[config.mk]
export PLATFORM = sky130hd
export DESIGN_NAME = uci_top
export DESIGN_NICKNAME = d
export VERILOG_FILES = /design/src/uci_pkg.sv /design/src/uci_top.sv
export SDC_FILE = /design/constraint.sdc
export NUM_CORES = 1
export LEC_CHECK = 0
export ABC_AREA = 1
export BUFFER_PORTS_ARGS = -buffer_cell sky130_fd_sc_hd__buf_4
export CORE_UTILIZATION = 45
export DETAILED_ROUTE_END_ITERATION = 6
export PLACE_DENSITY = 0.68
export RECOVER_POWER = 25
export SLEW_MARGIN = 20
export SYNTH_ARGS = -nofsm -noshare
export SYNTH_HDL_FRONTEND = slang
export SYNTH_SLANG_ARGS = --single-unit
export TNS_END_PERCENT = 100
[constraint.sdc]
create_clock -name clock_in -period 7.12 [get_ports clock_in]
set_input_delay 0.712 -clock clock_in [delete_from_list [all_inputs] [get_ports clock_in]]
set_output_delay 0.712 -clock clock_in [all_outputs]
set_load 0.005 [all_outputs]
[src/uci_pkg.sv]
// Constants shared by the channel interrupt and FIFO control block
package uci_pkg;
  // ---------------------------------------------------------------
  // Register byte offsets
  // ---------------------------------------------------------------
  localparam logic [7:0] OFS_DATA  = 8'h00;
  localparam logic [7:0] OFS_IER   = 8'h04;
  localparam logic [7:0] OFS_ISR   = 8'h08;
  localparam logic [7:0] OFS_LCR   = 8'h0C;
  localparam logic [7:0] OFS_MCR   = 8'h10;
  localparam logic [7:0] OFS_LSR   = 8'h14;
  localparam logic [7:0] OFS_MSR   = 8'h18;
  localparam logic [7:0] OFS_FEAT  = 8'h1C;
  localparam logic [7:0] OFS_ENH   = 8'h20;
  localparam logic [7:0] OFS_RXLVL = 8'h24;
  localparam logic [7:0] OFS_TXLVL = 8'h28;
  localparam logic [7:0] OFS_GINT  = 8'h2C;
  // ---------------------------------------------------------------
  // Field positions
  // ---------------------------------------------------------------
  localparam int LCR_DIV      = 7;
  localparam int FCR_EN       = 0;
  localparam int FCR_RXRST    = 1;
  localparam int FCR_TXRST    = 2;
  localparam int ENH_CTS      = 7;
  localparam int ENH_RTS      = 6;
  localparam int ENH_EXT      = 4;
  localparam int MCR_FSEL     = 2;
  localparam int MCR_RTS      = 1;
  localparam int MCR_DTR      = 0;
  localparam int FEAT_485     = 5;
  localparam int IER_RX       = 0;
  localparam int IER_TX       = 1;
  localparam int IER_LINE     = 2;
  localparam int IER_MODEM    = 3;
  localparam int IER_XCHR     = 5;
  localparam int IER_RTS      = 6;
  localparam int IER_CTS      = 7;
  // ---------------------------------------------------------------
  // Reset values
  // ---------------------------------------------------------------
  localparam logic [7:0] RST_CTRL = 8'h00;
  localparam logic [6:0] RST_LVL  = 7'h01;
  // ---------------------------------------------------------------
  // Status codes and timing
  // ---------------------------------------------------------------
  localparam logic [5:0] ISR_LINE  = 6'h06;
  localparam logic [5:0] ISR_RX_DATA_READY_INT = 6'h04;
  localparam logic [5:0] ISR_TMO   = 6'h0C;
  localparam logic [5:0] ISR_TX    = 6'h02;
  localparam logic [5:0] ISR_MODEM = 6'h00;
  localparam logic [5:0] ISR_XCHR  = 6'h10;
  localparam logic [5:0] ISR_FLOW  = 6'h20;
  localparam logic [5:0] ISR_NONE  = 6'h01;
  localparam logic [7:0] TMO_CHARS = 8'h04;
  localparam logic [7:0] TMO_BITS  = 8'h0C;
  localparam int         LVL_W     = 7;
  // Trigger tables A, B, C; row index is the table select, column index the level select
  localparam logic [6:0] RX_TAB [3][4] = '{
    '{7'h01, 7'h04, 7'h08, 7'h0E},
    '{7'h08, 7'h10, 7'h18, 7'h1C},
    '{7'h08, 7'h10, 7'h38, 7'h3C}};
  localparam logic [6:0] TX_TAB [3][4] = '{
    '{7'h01, 7'h01, 7'h01, 7'h01},
    '{7'h10, 7'h08, 7'h18, 7'h1E},
    '{7'h08, 7'h10, 7'h20, 7'h38}};
endpackage

[src/uci_top.sv]
// Channel interrupt source, priority and FIFO control with Wishbone slave
//
// Chosen here: the Wishbone register port and the register addresses.
`timescale 1ns/1ps
module uci_top (
  input  wire logic        clock_in,
  input  wire logic        rst_in,
  input  wire logic        wb_cyc_in,
  input  wire logic        wb_stb_in,
  input  wire logic        wb_we_in,
  input  wire logic [7:0]  wb_adr_in,
  input  wire logic [3:0]  wb_sel_in,
  input  wire logic [31:0] wb_dat_in,
  output logic      [31:0] wb_dat_out,
  output logic             wb_ack_out,
  input  wire logic [7:0]  line_status_in,
  input  wire logic [6:0]  rx_count_in,
  input  wire logic [6:0]  tx_count_in,
  input  wire logic        tx_shift_empty_in,
  input  wire logic [7:0]  rx_data_in,
  input  wire logic        rx_char_done_in,
  input  wire logic        bit_tick_in,
  input  wire logic        xon_det_in,
  input  wire logic        xoff_det_in,
  input  wire logic        special_det_in,
  input  wire logic        sleep_exit_in,
  input  wire logic        cts_n_pin_in,
  input  wire logic        dsr_n_pin_in,
  output logic             int_out,
  output logic             fifo_en_out,
  output logic             rx_fifo_rst_out,
  output logic             tx_fifo_rst_out,
  output logic             rx_rd_out,
  output logic             tx_wr_out,
  output logic      [7:0]  tx_data_out,
  output logic             rts_n_out,
  output logic             dtr_n_out,
  output logic      [19:0] baud_div_out
);
  // ---------------------------------------------------------------
  // Helpers
  // ---------------------------------------------------------------
  function automatic logic [6:0] pick(input logic [1:0] tab,
      input logic [1:0] s, input logic tx, input logic [6:0] lvl);
    if (tab == 2'b11) begin
      pick = lvl;
    end else if (tx) begin
      pick = uci_pkg::TX_TAB[tab][s];
    end else begin
      pick = uci_pkg::RX_TAB[tab][s];
    end
  endfunction

  logic ack_q, acc, rd, wr;
  assign acc = wb_cyc_in & wb_stb_in & ~ack_q;
  assign rd  = acc & ~wb_we_in;
  assign wr  = acc & wb_we_in & wb_sel_in[0];

  function automatic logic hit(input logic [7:0] ofs);
    hit = ({wb_adr_in[7:2], 2'b00} == ofs);
  endfunction

  // ---------------------------------------------------------------
  // Registers and decode
  // ---------------------------------------------------------------
  logic [7:0] lcr_q, ier_q, mcr_q, feat_q, enh_q, divl_q, divh_q;
  logic [3:0] divf_q;
  logic [6:0] rxlvl_q, txlvl_q;
  logic [1:0] rxsel_q, txsel_q;
  logic       fifo_q, div;
  logic [7:0] wd;
  assign div = lcr_q[uci_pkg::LCR_DIV];
  assign wd  = wb_dat_in[7:0];

  logic w_thr, w_fcr, rd_rhr, rd_isr, rd_lsr, rd_msr, rd_gint;
  // Procedural, so the decode also wakes on the address read in hit()
  always_comb begin
    w_thr   = wr & hit(uci_pkg::OFS_DATA) & ~div;
    w_fcr   = wr & hit(uci_pkg::OFS_ISR) & ~div;
    rd_rhr  = rd & hit(uci_pkg::OFS_DATA) & ~div;
    rd_isr  = rd & hit(uci_pkg::OFS_ISR) & ~div;
    rd_lsr  = rd & hit(uci_pkg::OFS_LSR);
    rd_msr  = rd & hit(uci_pkg::OFS_MSR);
    rd_gint = rd & hit(uci_pkg::OFS_GINT);
  end

  always_ff @(posedge clock_in or posedge rst_in) begin
    if (rst_in) begin
      lcr_q   <= uci_pkg::RST_CTRL;
      ier_q   <= uci_pkg::RST_CTRL;
      mcr_q   <= uci_pkg::RST_CTRL;
      feat_q  <= uci_pkg::RST_CTRL;
      enh_q   <= uci_pkg::RST_CTRL;
      divl_q  <= uci_pkg::RST_CTRL;
      divh_q  <= uci_pkg::RST_CTRL;
      divf_q  <= uci_pkg::RST_CTRL[3:0];
      rxlvl_q <= uci_pkg::RST_LVL;
      txlvl_q <= uci_pkg::RST_LVL;
    end else if (wr) begin
      if (hit(uci_pkg::OFS_LCR)) begin
        lcr_q <= wd;
      end else if (hit(uci_pkg::OFS_DATA) && div) begin
        divl_q <= wd;
      end else if (hit(uci_pkg::OFS_IER) && div) begin
        divh_q <= wd;
      end else if (hit(uci_pkg::OFS_ISR) && div) begin
        divf_q <= wd[3:0];
      end else if (hit(uci_pkg::OFS_IER)) begin
        ier_q <= wd;
      end else if (hit(uci_pkg::OFS_MCR)) begin
        mcr_q <= wd;
      end else if (hit(uci_pkg::OFS_FEAT)) begin
        feat_q <= wd;
      end else if (hit(uci_pkg::OFS_ENH)) begin
        enh_q <= wd;
      end else if (hit(uci_pkg::OFS_RXLVL)) begin
        rxlvl_q <= wd[6:0];
      end else if (hit(uci_pkg::OFS_TXLVL)) begin
        txlvl_q <= wd[6:0];
      end
    end
  end

  // DMA select bit 3 is accepted and dropped: no DMA pins here
  always_ff @(posedge clock_in or posedge rst_in) begin
    if (rst_in) begin
      fifo_q          <= 1'b0;
      rxsel_q         <= 2'b00;
      txsel_q         <= 2'b00;
      rx_fifo_rst_out <= 1'b0;
      tx_fifo_rst_out <= 1'b0;
    end else begin
      rx_fifo_rst_out <= w_fcr & wd[uci_pkg::FCR_EN] &
                         wd[uci_pkg::FCR_RXRST];
      tx_fifo_rst_out <= w_fcr & wd[uci_pkg::FCR_EN] &
                         wd[uci_pkg::FCR_TXRST];
      if (w_fcr) begin
        fifo_q <= wd[uci_pkg::FCR_EN];
        if (wd[uci_pkg::FCR_EN]) begin
          rxsel_q <= wd[7:6];
          if (enh_q[uci_pkg::ENH_EXT]) begin
            txsel_q <= wd[5:4];
          end
        end
      end
    end
  end

  // ---------------------------------------------------------------
  // Trigger levels
  // ---------------------------------------------------------------
  logic [6:0] rx_trig, tx_trig;
  assign rx_trig = fifo_q ? pick(feat_q[7:6], rxsel_q, 1'b0, rxlvl_q)
                          : uci_pkg::RST_LVL;
  assign tx_trig = fifo_q ? pick(feat_q[7:6], txsel_q, 1'b1, txlvl_q)
                          : uci_pkg::RST_LVL;

  logic rx_lvl;
  assign rx_lvl = (rx_count_in != 7'h00) && (rx_count_in >= rx_trig);

  // ---------------------------------------------------------------
  // Flow pin synchronisers
  // ---------------------------------------------------------------
  logic [1:0] ps1_q, ps2_q, ps3_q, plvl_q, prise;
  always_ff @(posedge clock_in or posedge rst_in) begin
    if (rst_in) begin
      ps1_q  <= 2'b11;
      ps2_q  <= 2'b11;
      ps3_q  <= 2'b11;
      plvl_q <= 2'b11;
    end else begin
      ps1_q <= {dsr_n_pin_in, cts_n_pin_in};
      ps2_q <= ps1_q;
      ps3_q <= ps2_q;
      for (int i = 0; i < 2; i++) begin
        if (ps2_q[i] == ps3_q[i]) begin
          plvl_q[i] <= ps3_q[i];
        end
      end
    end
  end
  // Filtered pin goes low to high: agreed new level is high
  assign prise = ps2_q & ps3_q & ~plvl_q;

  // ---------------------------------------------------------------
  // Receive timeout, counted in baud bit ticks
  // ---------------------------------------------------------------
  logic [7:0] tmo_cnt_q, tmo_lim, chr_bits;
  logic       tmo_q, tmo_clr, tmo_hit;
  // Start, word, parity and stop bits; 1.5 stop counts as 2
  assign chr_bits = 8'h07 + {6'h00, lcr_q[1:0]} + {7'h00, lcr_q[3]}
                  + {7'h00, lcr_q[2]};
  assign tmo_lim  = 8'((chr_bits * uci_pkg::TMO_CHARS)
                  + uci_pkg::TMO_BITS);
  assign tmo_clr = rx_char_done_in || rd_rhr || rx_count_in == 7'h00;
  // Set only on the tick that reaches the limit, so a data read can clear it
  assign tmo_hit = bit_tick_in && !tmo_clr && tmo_cnt_q == tmo_lim - 8'h01;
  always_ff @(posedge clock_in or posedge rst_in) begin
    if (rst_in) begin
      tmo_cnt_q <= 8'h00;
      tmo_q     <= 1'b0;
    end else begin
      if (tmo_clr) begin
        tmo_cnt_q <= 8'h00;
      end else if (bit_tick_in && tmo_cnt_q != tmo_lim) begin
        tmo_cnt_q <= tmo_cnt_q + 8'h01;
      end
      if (tmo_hit) begin
        tmo_q <= 1'b1;
      end else if (rd_rhr) begin
        tmo_q <= 1'b0;
      end
    end
  end

  // ---------------------------------------------------------------
  // Transmit ready events
  // ---------------------------------------------------------------
  logic [6:0] tx_prev_q;
  logic       over_q, allmt_q, allmt, tx_q, tx_set, tx_mt_ev;
  assign allmt = (tx_count_in == 7'h00) & tx_shift_empty_in;
  assign tx_mt_ev = feat_q[uci_pkg::FEAT_485] ? (allmt & ~allmt_q)
                  : (tx_count_in == 7'h00 && tx_prev_q != 7'h00);
  // With a level of one, falling below it and emptying are one event
  assign tx_set = (tx_prev_q >= tx_trig && tx_count_in < tx_trig &&
                   tx_count_in != 7'h00) ||
                  (tx_mt_ev && (!over_q || tx_trig == 7'h01));
  always_ff @(posedge clock_in or posedge rst_in) begin
    if (rst_in) begin
      tx_prev_q <= 7'h00;
      allmt_q   <= 1'b1;
      over_q    <= 1'b0;
    end else begin
      tx_prev_q <= tx_count_in;
      allmt_q   <= allmt;
      if (tx_count_in > tx_trig) begin
        over_q <= 1'b1;
      end else if (tx_count_in == 7'h00 && tx_mt_ev) begin
        over_q <= 1'b0;
      end
    end
  end

  // ---------------------------------------------------------------
  // Sticky sources and priority
  // ---------------------------------------------------------------
  logic [3:0] err_q, dlt_q;
  logic       line_q, xon_q, xoff_q, spec_q, ctsev_q, rtsev_q, wake_q;
  logic       line_set, flow_set, rts_d, dtr_d, auto_rts;
  logic [1:0] pdelta;
  logic [5:0] code;
  logic       p_line, p_rx, p_tmo, p_tx, p_msr, p_x, p_flow, pend;
  assign line_set = |(line_status_in[4:1] & ~err_q);
  assign pdelta   = {2{1'b0}} | (plvl_q ^ ps3_q) & (ps2_q ~^ ps3_q);
  assign flow_set = enh_q[uci_pkg::ENH_CTS] &
                    prise[mcr_q[uci_pkg::MCR_FSEL]];
  assign auto_rts = enh_q[uci_pkg::ENH_RTS];
  // Flow hysteresis is not modelled: halt at trigger, resume below
  assign rts_d = (auto_rts && !mcr_q[uci_pkg::MCR_FSEL]) ? rx_lvl
               : ~mcr_q[uci_pkg::MCR_RTS];
  assign dtr_d = (auto_rts && mcr_q[uci_pkg::MCR_FSEL]) ? rx_lvl
               : ~mcr_q[uci_pkg::MCR_DTR];

  assign p_line = line_q & ier_q[uci_pkg::IER_LINE];
  assign p_rx   = rx_lvl & ier_q[uci_pkg::IER_RX];
  assign p_tmo  = tmo_q & ier_q[uci_pkg::IER_RX];
  assign p_tx   = tx_q & ier_q[uci_pkg::IER_TX];
  assign p_msr  = (|dlt_q) & ier_q[uci_pkg::IER_MODEM];
  assign p_x    = (xon_q | xoff_q | spec_q) & ier_q[uci_pkg::IER_XCHR];
  assign p_flow = (ctsev_q & ier_q[uci_pkg::IER_CTS]) |
                  (rtsev_q & ier_q[uci_pkg::IER_RTS]);
  assign pend   = p_line | p_rx | p_tmo | p_tx | p_msr | p_x | p_flow;

  always_comb begin
    if (p_line) begin
      code = uci_pkg::ISR_LINE;
    end else if (p_rx) begin
      code = uci_pkg::ISR_RX_DATA_READY_INT;
    end else if (p_tmo) begin
      code = uci_pkg::ISR_TMO;
    end else if (p_tx) begin
      code = uci_pkg::ISR_TX;
    end else if (p_msr) begin
      code = uci_pkg::ISR_MODEM;
    end else if (p_x) begin
      code = uci_pkg::ISR_XCHR;
    end else if (p_flow) begin
      code = uci_pkg::ISR_FLOW;
    end else begin
      code = uci_pkg::ISR_NONE;
    end
  end

  // Set always wins over a clear landing in the same cycle
  always_ff @(posedge clock_in or posedge rst_in) begin
    if (rst_in) begin
      err_q   <= 4'h0;
      line_q  <= 1'b0;
      dlt_q   <= 4'h0;
      tx_q    <= 1'b0;
      xon_q   <= 1'b0;
      xoff_q  <= 1'b0;
      spec_q  <= 1'b0;
      ctsev_q <= 1'b0;
      rtsev_q <= 1'b0;
      wake_q  <= 1'b0;
    end else begin
      err_q   <= line_status_in[4:1];
      line_q  <= line_set | (line_q & ~rd_lsr);
      dlt_q   <= {2'b00, pdelta} | (dlt_q & {4{~rd_msr}});
      ctsev_q <= flow_set | (ctsev_q & ~rd_msr);
      rtsev_q <= (auto_rts & ((rts_d & ~rts_n_out &
                 ~mcr_q[uci_pkg::MCR_FSEL]) | (dtr_d & ~dtr_n_out &
                 mcr_q[uci_pkg::MCR_FSEL]))) |
                 (rtsev_q & ~rd_msr);
      tx_q    <= tx_set | (tx_q & ~w_thr &
                 ~(rd_isr && code == uci_pkg::ISR_TX));
      xon_q   <= xon_det_in | (xon_q &
                 ~(rd_isr && code == uci_pkg::ISR_XCHR));
      xoff_q  <= xoff_det_in | (xoff_q &
                 ~(rd_isr && code == uci_pkg::ISR_XCHR));
      spec_q  <= special_det_in | (spec_q & ~rx_char_done_in &
                 ~(rd_isr && code == uci_pkg::ISR_XCHR));
      wake_q  <= sleep_exit_in | (wake_q & ~rd_gint);
    end
  end

  // ---------------------------------------------------------------
  // Bus read path and registered outputs
  // ---------------------------------------------------------------
  logic [7:0] rdat;
  always_comb begin
    if (hit(uci_pkg::OFS_DATA)) begin
      rdat = div ? divl_q : rx_data_in;
    end else if (hit(uci_pkg::OFS_IER)) begin
      rdat = div ? divh_q : ier_q;
    end else if (hit(uci_pkg::OFS_ISR)) begin
      rdat = div ? {4'h0, divf_q}
                 : {fifo_q, fifo_q, code};
    end else if (hit(uci_pkg::OFS_LCR)) begin
      rdat = lcr_q;
    end else if (hit(uci_pkg::OFS_MCR)) begin
      rdat = mcr_q;
    end else if (hit(uci_pkg::OFS_LSR)) begin
      rdat = line_status_in;
    end else if (hit(uci_pkg::OFS_MSR)) begin
      rdat = {2'b00, ~plvl_q[1], ~plvl_q[0], dlt_q};
    end else if (hit(uci_pkg::OFS_FEAT)) begin
      rdat = feat_q;
    end else if (hit(uci_pkg::OFS_ENH)) begin
      rdat = enh_q;
    end else if (hit(uci_pkg::OFS_RXLVL)) begin
      rdat = {1'b0, rxlvl_q};
    end else if (hit(uci_pkg::OFS_TXLVL)) begin
      rdat = {1'b0, txlvl_q};
    end else if (hit(uci_pkg::OFS_GINT)) begin
      rdat = {wake_q, 6'h00, int_out};
    end else begin
      rdat = 8'h00;
    end
  end

  always_ff @(posedge clock_in or posedge rst_in) begin
    if (rst_in) begin
      ack_q        <= 1'b0;
      wb_dat_out   <= 32'h00000000;
      int_out      <= 1'b0;
      fifo_en_out  <= 1'b0;
      rx_rd_out    <= 1'b0;
      tx_wr_out    <= 1'b0;
      tx_data_out  <= 8'h00;
      rts_n_out    <= 1'b1;
      dtr_n_out    <= 1'b1;
      baud_div_out <= 20'h00000;
    end else begin
      ack_q        <= acc;
      wb_dat_out   <= rd ? {24'h000000, rdat} : 32'h00000000;
      int_out      <= pend;
      fifo_en_out  <= fifo_q;
      rx_rd_out    <= rd_rhr;
      tx_wr_out    <= w_thr;
      tx_data_out  <= w_thr ? wd : tx_data_out;
      rts_n_out    <= rts_d;
      dtr_n_out    <= dtr_d;
      baud_div_out <= {divf_q, divh_q, divl_q};
    end
  end
  assign wb_ack_out = ack_q;
endmodule
==> results of run 1 <==
==> sequential cells by signal, summed over array words and instances, names as in the netlist, 8 cells and up <==
signal,cells
ier_q,8
divl_q,8
divh_q,8
enh_q,8
mcr_q,8
tx_data_out,8
lcr_q,8
baud_div_out,20
tmo_cnt_q,8
feat_q,8
wb_dat_out,8
==> routing by layer <==
layer | up-vias | routed length, um | GRT usage, %
met5 | - | 0 | 0
met4 | 0 | 322 | 6.54
met3 | 25 | 1450 | 4.72
met2 | 233 | 9480 | 35.0
met1 | 3307 | 10300 | 33.8
li1 | 3489 | - | -
==> metrics by stage <==
step                instance area [sq um]  total power [mW]  cells  setup WS [ns]
floorplan                            8650              1.11   1039           1.94
global placement                     9400              1.17   1327           4.07
detailed placement                   9400              1.18   1327           4.04
CTS                                  9950              2.04   1359           4.02
global route                         9910              2.11   1359           2.65
finish                               9910              2.03   1359           3.39
==> cells by family after synthesis <==
group | after synthesis | synth area share (%)
AOI/OAI and AO/OA | 199 | 13.0
xor gates and xnor gates | 11 | 1.30
adders and majority gates | 35 | 5.20
buffers and inverters | 158 | 8.63
DFF | 166 | 48.7
other | 1 | 0.0438
and+or+nand+nor | 446 | 23.1
==> cells in the mapped netlist (3+ instances only) <==
| cell type | n | area (sq um) |
|---|---|---|
| sky130_fd_sc_hd__o221ai_1 | 9 | 78.8 |
| sky130_fd_sc_hd__nor3_1 | 13 | 65.1 |
| sky130_fd_sc_hd__ha_1 | 34 | 425 |
| sky130_fd_sc_hd__inv_2 | 10 | 37.5 |
| sky130_fd_sc_hd__nor2_4 | 5 | 56.3 |
| sky130_fd_sc_hd__clkbuf_1 | 13 | 48.8 |
| sky130_fd_sc_hd__inv_1 | 96 | 360 |
| sky130_fd_sc_hd__xor2_1 | 6 | 52.6 |
| sky130_fd_sc_hd__a21oi_1 | 50 | 250 |
| sky130_fd_sc_hd__dfrtp_1 | 153 | 3830 |
| sky130_fd_sc_hd__buf_4 | 26 | 195 |
| sky130_fd_sc_hd__buf_6 | 4 | 45.0 |
| sky130_fd_sc_hd__o211ai_1 | 8 | 60.1 |
| sky130_fd_sc_hd__dfstp_2 | 13 | 342 |
| sky130_fd_sc_hd__nor2_1 | 46 | 173 |
| sky130_fd_sc_hd__o21ai_1 | 22 | 110 |
| sky130_fd_sc_hd__xnor2_1 | 3 | 26.3 |
| sky130_fd_sc_hd__a21o_1 | 3 | 22.5 |
| sky130_fd_sc_hd__o21ai_0 | 92 | 460 |
| sky130_fd_sc_hd__nor2_2 | 9 | 56.3 |
| sky130_fd_sc_hd__o22ai_1 | 4 | 25.0 |
| sky130_fd_sc_hd__nand4_1 | 22 | 138 |
| sky130_fd_sc_hd__nand2_2 | 8 | 50.1 |
| sky130_fd_sc_hd__buf_2 | 7 | 35.0 |
| sky130_fd_sc_hd__or2_2 | 5 | 31.3 |
| sky130_fd_sc_hd__nand3_1 | 49 | 245 |
| sky130_fd_sc_hd__nand2_1 | 279 | 1050 |
==> where the power goes <==
| part | switching, mW | internal, mW | leakage (nW) |
|---|---|---|---|
| Clock | 0.399 | 0.473 | 0.265 |
| Sequential | 0.0159 | 0.966 | 2.17 |
| Combinational | 0.112 | 0.0605 | 2.37 |
| Total | 0.528 | 1.50 | 4.81 |
==> worst max-delay path, delay by kind of cell <==
family                 cells  cell delay (ns)
buffers and inverters      4             3.42
==> worst max path at each step <==
stage / start / to / slack [ns]
floorplan: rst_in / baud_div_out[0] / 1.94
global placement: feat_q[6] / spec_q / 4.07
detailed placement: feat_q[7] / spec_q / 4.04
CTS: feat_q[7] / spec_q / 4.02
global route: rst_in / ier_q[0] / 2.65
finish: rst_in / ier_q[0] / 3.39
==> final cells by class <==
class	instances	area [sq um]
fillers	1748	8800
flip-flops and latches	166	4170
multi-input cells	715	3740
repair buffers	105	751
clock buffers	21	460
inverters	107	403
well taps	234	293
clock inverters	11	93.8
==> cells in the final DEF (no fill, tap or decap), types with 24 or more instances in the layout <==
cell type                   n
sky130_fd_sc_hd__inv_1     95
sky130_fd_sc_hd__dfrtp_1  153
sky130_fd_sc_hd__buf_4     91
sky130_fd_sc_hd__nand2_1  279
sky130_fd_sc_hd__o21ai_0   92
sky130_fd_sc_hd__conb_1    24
sky130_fd_sc_hd__a21oi_1   50
sky130_fd_sc_hd__nor2_1    47
sky130_fd_sc_hd__nand3_1   49
sky130_fd_sc_hd__ha_1      34
==> qor.yml, run 1 <==
run_status: "complete, but fails checks"
failed_checks: "max-capacitance violations, max-slew violations"
ant_nets: 0
setup_total_negative_slack_ns: 0
wl_mm: 21.5
clock_tree.root_cell: "sky130_fd_sc_hd__clkbuf_16"
number_of_placement_rows: 50
design.portCount: 157
slew_violations: 84
timing.max_slew.rel_slack_pct: -144
path_clk_slew_ns: 0.06
clock_latency_ns: 0.43
tritoncts_buffers: 17
final_core_utilization_pct: 53.0
report.final.hold_viol_count: 0
cp_data_required_time_ns: 7.64
timing.hold.worst_endpoint: "ps2_q[0]"
register_to_register_path_setup_slack_ns: 3.97
avg_inst_size_synth_sq_um: 8.43
ys_async_sr_fraction_pct: 100
critical_path.reg2reg.endpoint: "spec_q"
grt_first_pass_wirelength_mm: 34.8
leakage_nw: 4.81
routedWlPerCell_um: 15.8
ys_types: 50
coreArea_sq_um: 18700
max_cap_viol_count: 1
fin_crit_sh_pct: 52.4
grtUsageTotal_pct: 23.2
worstSetupStartpointType: "input port"
cts_htree_levels: 4
detail_route.vias_per_cell: 5.19
syn-cell-area_sq_um: 8560
cts_hold_repair.buffers: 0
grt_setup_unrepaired: "false"
finalSetupViolCount: 0
holdWs_ns: 0.361
whs_path_depth: 0
hold_class: "flop to flop"
place.gp.congestion: 0.886
critical_path_peak_fanout: 83
critical_path_class: "input port to async pin"
synth_sequential_area_ratio_pct: 48.7
synth-main-ff-cell: "sky130_fd_sc_hd__dfrtp_1"
worst_r2r_start: "feat_q[7]"
clock_tree_from_tritoncts: "done"
max_slew.worst_pin.slew_ns: 3.65
clkSinkCount: 166
dp_hpwl_mm: 15.7
flow.area_growth_from_synthesis_pct: 15.7
drcViolationCount: 0
antenna_found_initial: 0
design.die.area_sq_um: 19600
critPathMostFrequentCell: "sky130_fd_sc_hd__buf_4"
clock-skew-final_ns: 0.0104
detailedRoute.firstPassIterationCount: 7
cpPeakStageDelay_ns: 2.03
num_antenna_cells: 0
timing.reg2reg.worst_path_depth: 13
ctsResizeCount: 0
layout_min_cycle_time_ns: 3.73
layout-drive-gt1-share_pct: 16.4
grt_pass1_vias: 6599
vias: 7054
min_from: "ps1_q[0]"
synth_edf_count: 0
clk_path_buf_depth: 2
path_cells: "clkbuf_4, clkinvlp_2, buf_4, buf_4"
die_span_x_um: 140
worstSetupEndpointType: "async pin"
synth-warning-count: 0
synth-seq-cells: 166
floorplan.initialDensity_pct: 45.8
nNetsFinal: 1235
critical-path-slowest-cell: "sky130_fd_sc_hd__clkinvlp_2"
drt_iter0_drc: 590
worst_ep_arrival_time_ns: 4.25
postCtsSetupRepairBufs: 0
pin_count_of_the_biggest_net_entering_global_routing: 84
peak_clock_frequency_supported_by_timing_mhz: 268
die-height_um: 140
vdd_ir_drop_max_v: 0.000164
port_buffers: 103
grt-ovfl-total: 0
power.density_cell_area_nw_per_um2: 205
syn_inst: 1016
Power figures use the tool's default switching activity.
==> run 2: changes to the inputs <==
--- a/config.mk
+++ b/config.mk
@@ -9,7 +9,7 @@
 export BUFFER_PORTS_ARGS = -buffer_cell sky130_fd_sc_hd__buf_4
 export CORE_UTILIZATION = 45
 export DETAILED_ROUTE_END_ITERATION = 6
-export PLACE_DENSITY = 0.68
+export PLACE_DENSITY = 0.7
 export RECOVER_POWER = 25
 export SLEW_MARGIN = 20
 export SYNTH_ARGS = -nofsm -noshare
==> constraint.sdc (replaced) <==
create_clock -name clock_in -period 3.15 [get_ports clock_in]
set_input_delay 0.315 -clock clock_in [delete_from_list [all_inputs] [get_ports clock_in]]
set_output_delay 0.315 -clock clock_in [all_outputs]
set_load 0.005 [all_outputs]
==> qor.yml, run 2 (synthesized netlist as in run 1, its figures left out) <==
clock-skew-final_ns: 0.0125  # +0.00208 ns
tritoncts_buffers: 17  # unchanged
fin_crit_sh_pct: 90.3
layout-drive-gt1-share_pct: 16.9  # +0.47 points
num_antenna_cells: 0  # unchanged
path_clk_slew_ns: 0.07  # about the same
ant_nets: 0  # unchanged
layout_min_cycle_time_ns: 2.84
clock_latency_ns: 0.44  # about the same
setup_total_negative_slack_ns: 0  # unchanged
grt-ovfl-total: 0  # unchanged
worst_ep_arrival_time_ns: 3.20  # -1.05 ns
postCtsSetupRepairBufs: 0  # unchanged
leakage_nw: 4.90  # +1.8%
finalSetupViolCount: 0  # unchanged
timing.reg2reg.worst_path_depth: 14  # +1
design.die.area_sq_um: 19600  # unchanged
layout.cells.most_common_list: "279 x sky130_fd_sc_hd__nand2_1, 153 x sky130_fd_sc_hd__dfrtp_1, 95 x sky130_fd_sc_hd__inv_1, 95 x sky130_fd_sc_hd__buf_4, 92 x sky130_fd_sc_hd__o21ai_0"
clkSinkCount: 166  # unchanged
registers.top_by_ff_count: "baud_div_out"
fin_total_pwr_mw: 4.63  # +130%
peak_clock_frequency_supported_by_timing_mhz: 352
run_status: "complete, but fails checks"
worst_r2r_start: "lcr_q[0]"
coreArea_sq_um: 18700  # unchanged
grt_pass1_vias: 6848  # +3.8%
nNetsFinal: 1251  # +1.3%
port_buffers: 103  # unchanged
place.gp.congestion: 0.936  # +5.6%
max_cap_viol_count: 1  # unchanged
power.density_cell_area_nw_per_um2: 460  # +120%
drt_iter0_drc: 534  # -9.5%
cts_htree_levels: 4  # unchanged
slew_violations: 167  # +99%
critical_path.reg2reg.endpoint: "tmo_cnt_q[1]"
max_slew.worst_pin.slew_ns: 2.28  # -1.36 ns
failed_checks: "max-capacitance violations, max-slew violations"
detail_route.vias_per_cell: 5.27  # +1.5%
critical_path_peak_fanout: 9  # -89%
routedWlPerCell_um: 16.2  # +2.2%
number_of_placement_rows: 50  # unchanged
antenna_found_initial: 0  # unchanged
detailedRoute.firstPassIterationCount: 5  # -2
clk_path_buf_depth: 2  # unchanged
timing.max_slew.rel_slack_pct: -52.2  # +92 points
flow.area_growth_from_synthesis_pct: 17.6
grtUsageTotal_pct: 24.1  # +0.94 points
design.portCount: 157  # unchanged
clock_tree_from_tritoncts: "done"
grt_setup_unrepaired: "false"
dp_hpwl_mm: 16.0  # +1.9%
holdWs_ns: 0.0512  # -0.310 ns
report.final.hold_viol_count: 0  # unchanged
clock_tree.root_cell: "sky130_fd_sc_hd__clkbuf_16"
worstSetupEndpointType: "flop"
die_span_x_um: 140  # unchanged
floorplan.initialDensity_pct: 45.8  # unchanged
hold_class: "input port to flop"
worstSetupStartpoint: "lcr_q[0]"
die-height_um: 140  # unchanged
final.fill_count: 1727  # -1.2%
register_to_register_path_setup_slack_ns: 0.31  # -3.66 ns
wl_mm: 22.2  # +3.4%
grt_first_pass_wirelength_mm: 36.0  # +3.5%
cp_data_required_time_ns: 3.51  # -4.13 ns
drcViolationCount: 0  # unchanged
vias: 7241  # +2.7%
pin_count_of_the_biggest_net_entering_global_routing: 167  # +99%
vdd_ir_drop_max_v: 0.000348  # +110%
critical_path_class: "flop to flop"
crit_path_end: "tmo_cnt_q[1]"
worstSetupStartpointType: "flop"
layout_commonest_cell: "sky130_fd_sc_hd__nand2_1"
largest_register_ffs: 20  # unchanged
==> run 2: per-layer routing <==
layer / global-route usage, % / share of wire [%] / vias up
met5: 0 / 0 / -
met4: 8.56 / 2.0 / 0
met3: 5.44 / 6.3 / 28
met2: 36.9 / 46 / 231
met1: 33.7 / 46 / 3462
li1: - / - / 3520
==> run 2: layout make-up <==
type	count	area (sq um)	area share [%]
multi-input cells	715	3750	37.2
flip-flops and latches	166	4170	41.4
clock inverters	12	113	1.12
clock buffers	20	457	4.53
well taps	234	293	2.91
inverters	107	403	4.00
repair buffers	121	892	8.85
==> run 2: worst min-delay path by stage <==
stage,from,to,cells after the start
after floorplan,cts_n_pin_in,ps1_q[0],0
after global placement,ps1_q[1],ps2_q[1],0
after detailed placement,ps1_q[1],ps2_q[1],0
after CTS,tx_count_in[1],tx_prev_q[1],1
after global routing,tx_count_in[1],tx_prev_q[1],1
final,tx_count_in[1],tx_prev_q[1],1
==> run 2: critical path, stage by stage (launching register included) <==
cell	delay, ns
sky130_fd_sc_hd__dfrtp_1	0.37
sky130_fd_sc_hd__inv_1	0.05
sky130_fd_sc_hd__ha_1	0.28
sky130_fd_sc_hd__inv_1	0.06
sky130_fd_sc_hd__ha_1	0.13
sky130_fd_sc_hd__inv_1	0.05
sky130_fd_sc_hd__fa_1	0.48
sky130_fd_sc_hd__ha_1	0.32
sky130_fd_sc_hd__xnor2_1	0.21
sky130_fd_sc_hd__nand3_1	0.12
sky130_fd_sc_hd__nor3_2	0.19
sky130_fd_sc_hd__nand3_4	0.17
sky130_fd_sc_hd__nand2_4	0.15
sky130_fd_sc_hd__nand2_2	0.06
sky130_fd_sc_hd__a21oi_2	0.11
==> run 2: repair_timing <==
action,in CTS,in global routing
resized for setup,0,2
setup endpoints to repair,0,6
endpoints found under the hold margin,9,1
hold buffers,9,1
==> run 2: power breakdown <==
part,internal (mW),total [mW],switching (mW)
clock,1.08,2.01,0.930
sequential,2.18,2.22,0.0347
combinational,0.146,0.407,0.261
==> run 2: per-stage QoR <==
step           cell area, sq um  instances  setup slack, ns  utilization (%)
5_1_grt                   10100       1375           0.0413             53.9
3_3_place_gp               9460       1333            0.300             50.5
3_5_place_dp               9460       1333            0.220             50.5
6_report                  10100       1375            0.306             53.9
2_1_floorplan              8650       1039            0.461                -
4_1_cts                   10100       1374            0.203             54.1
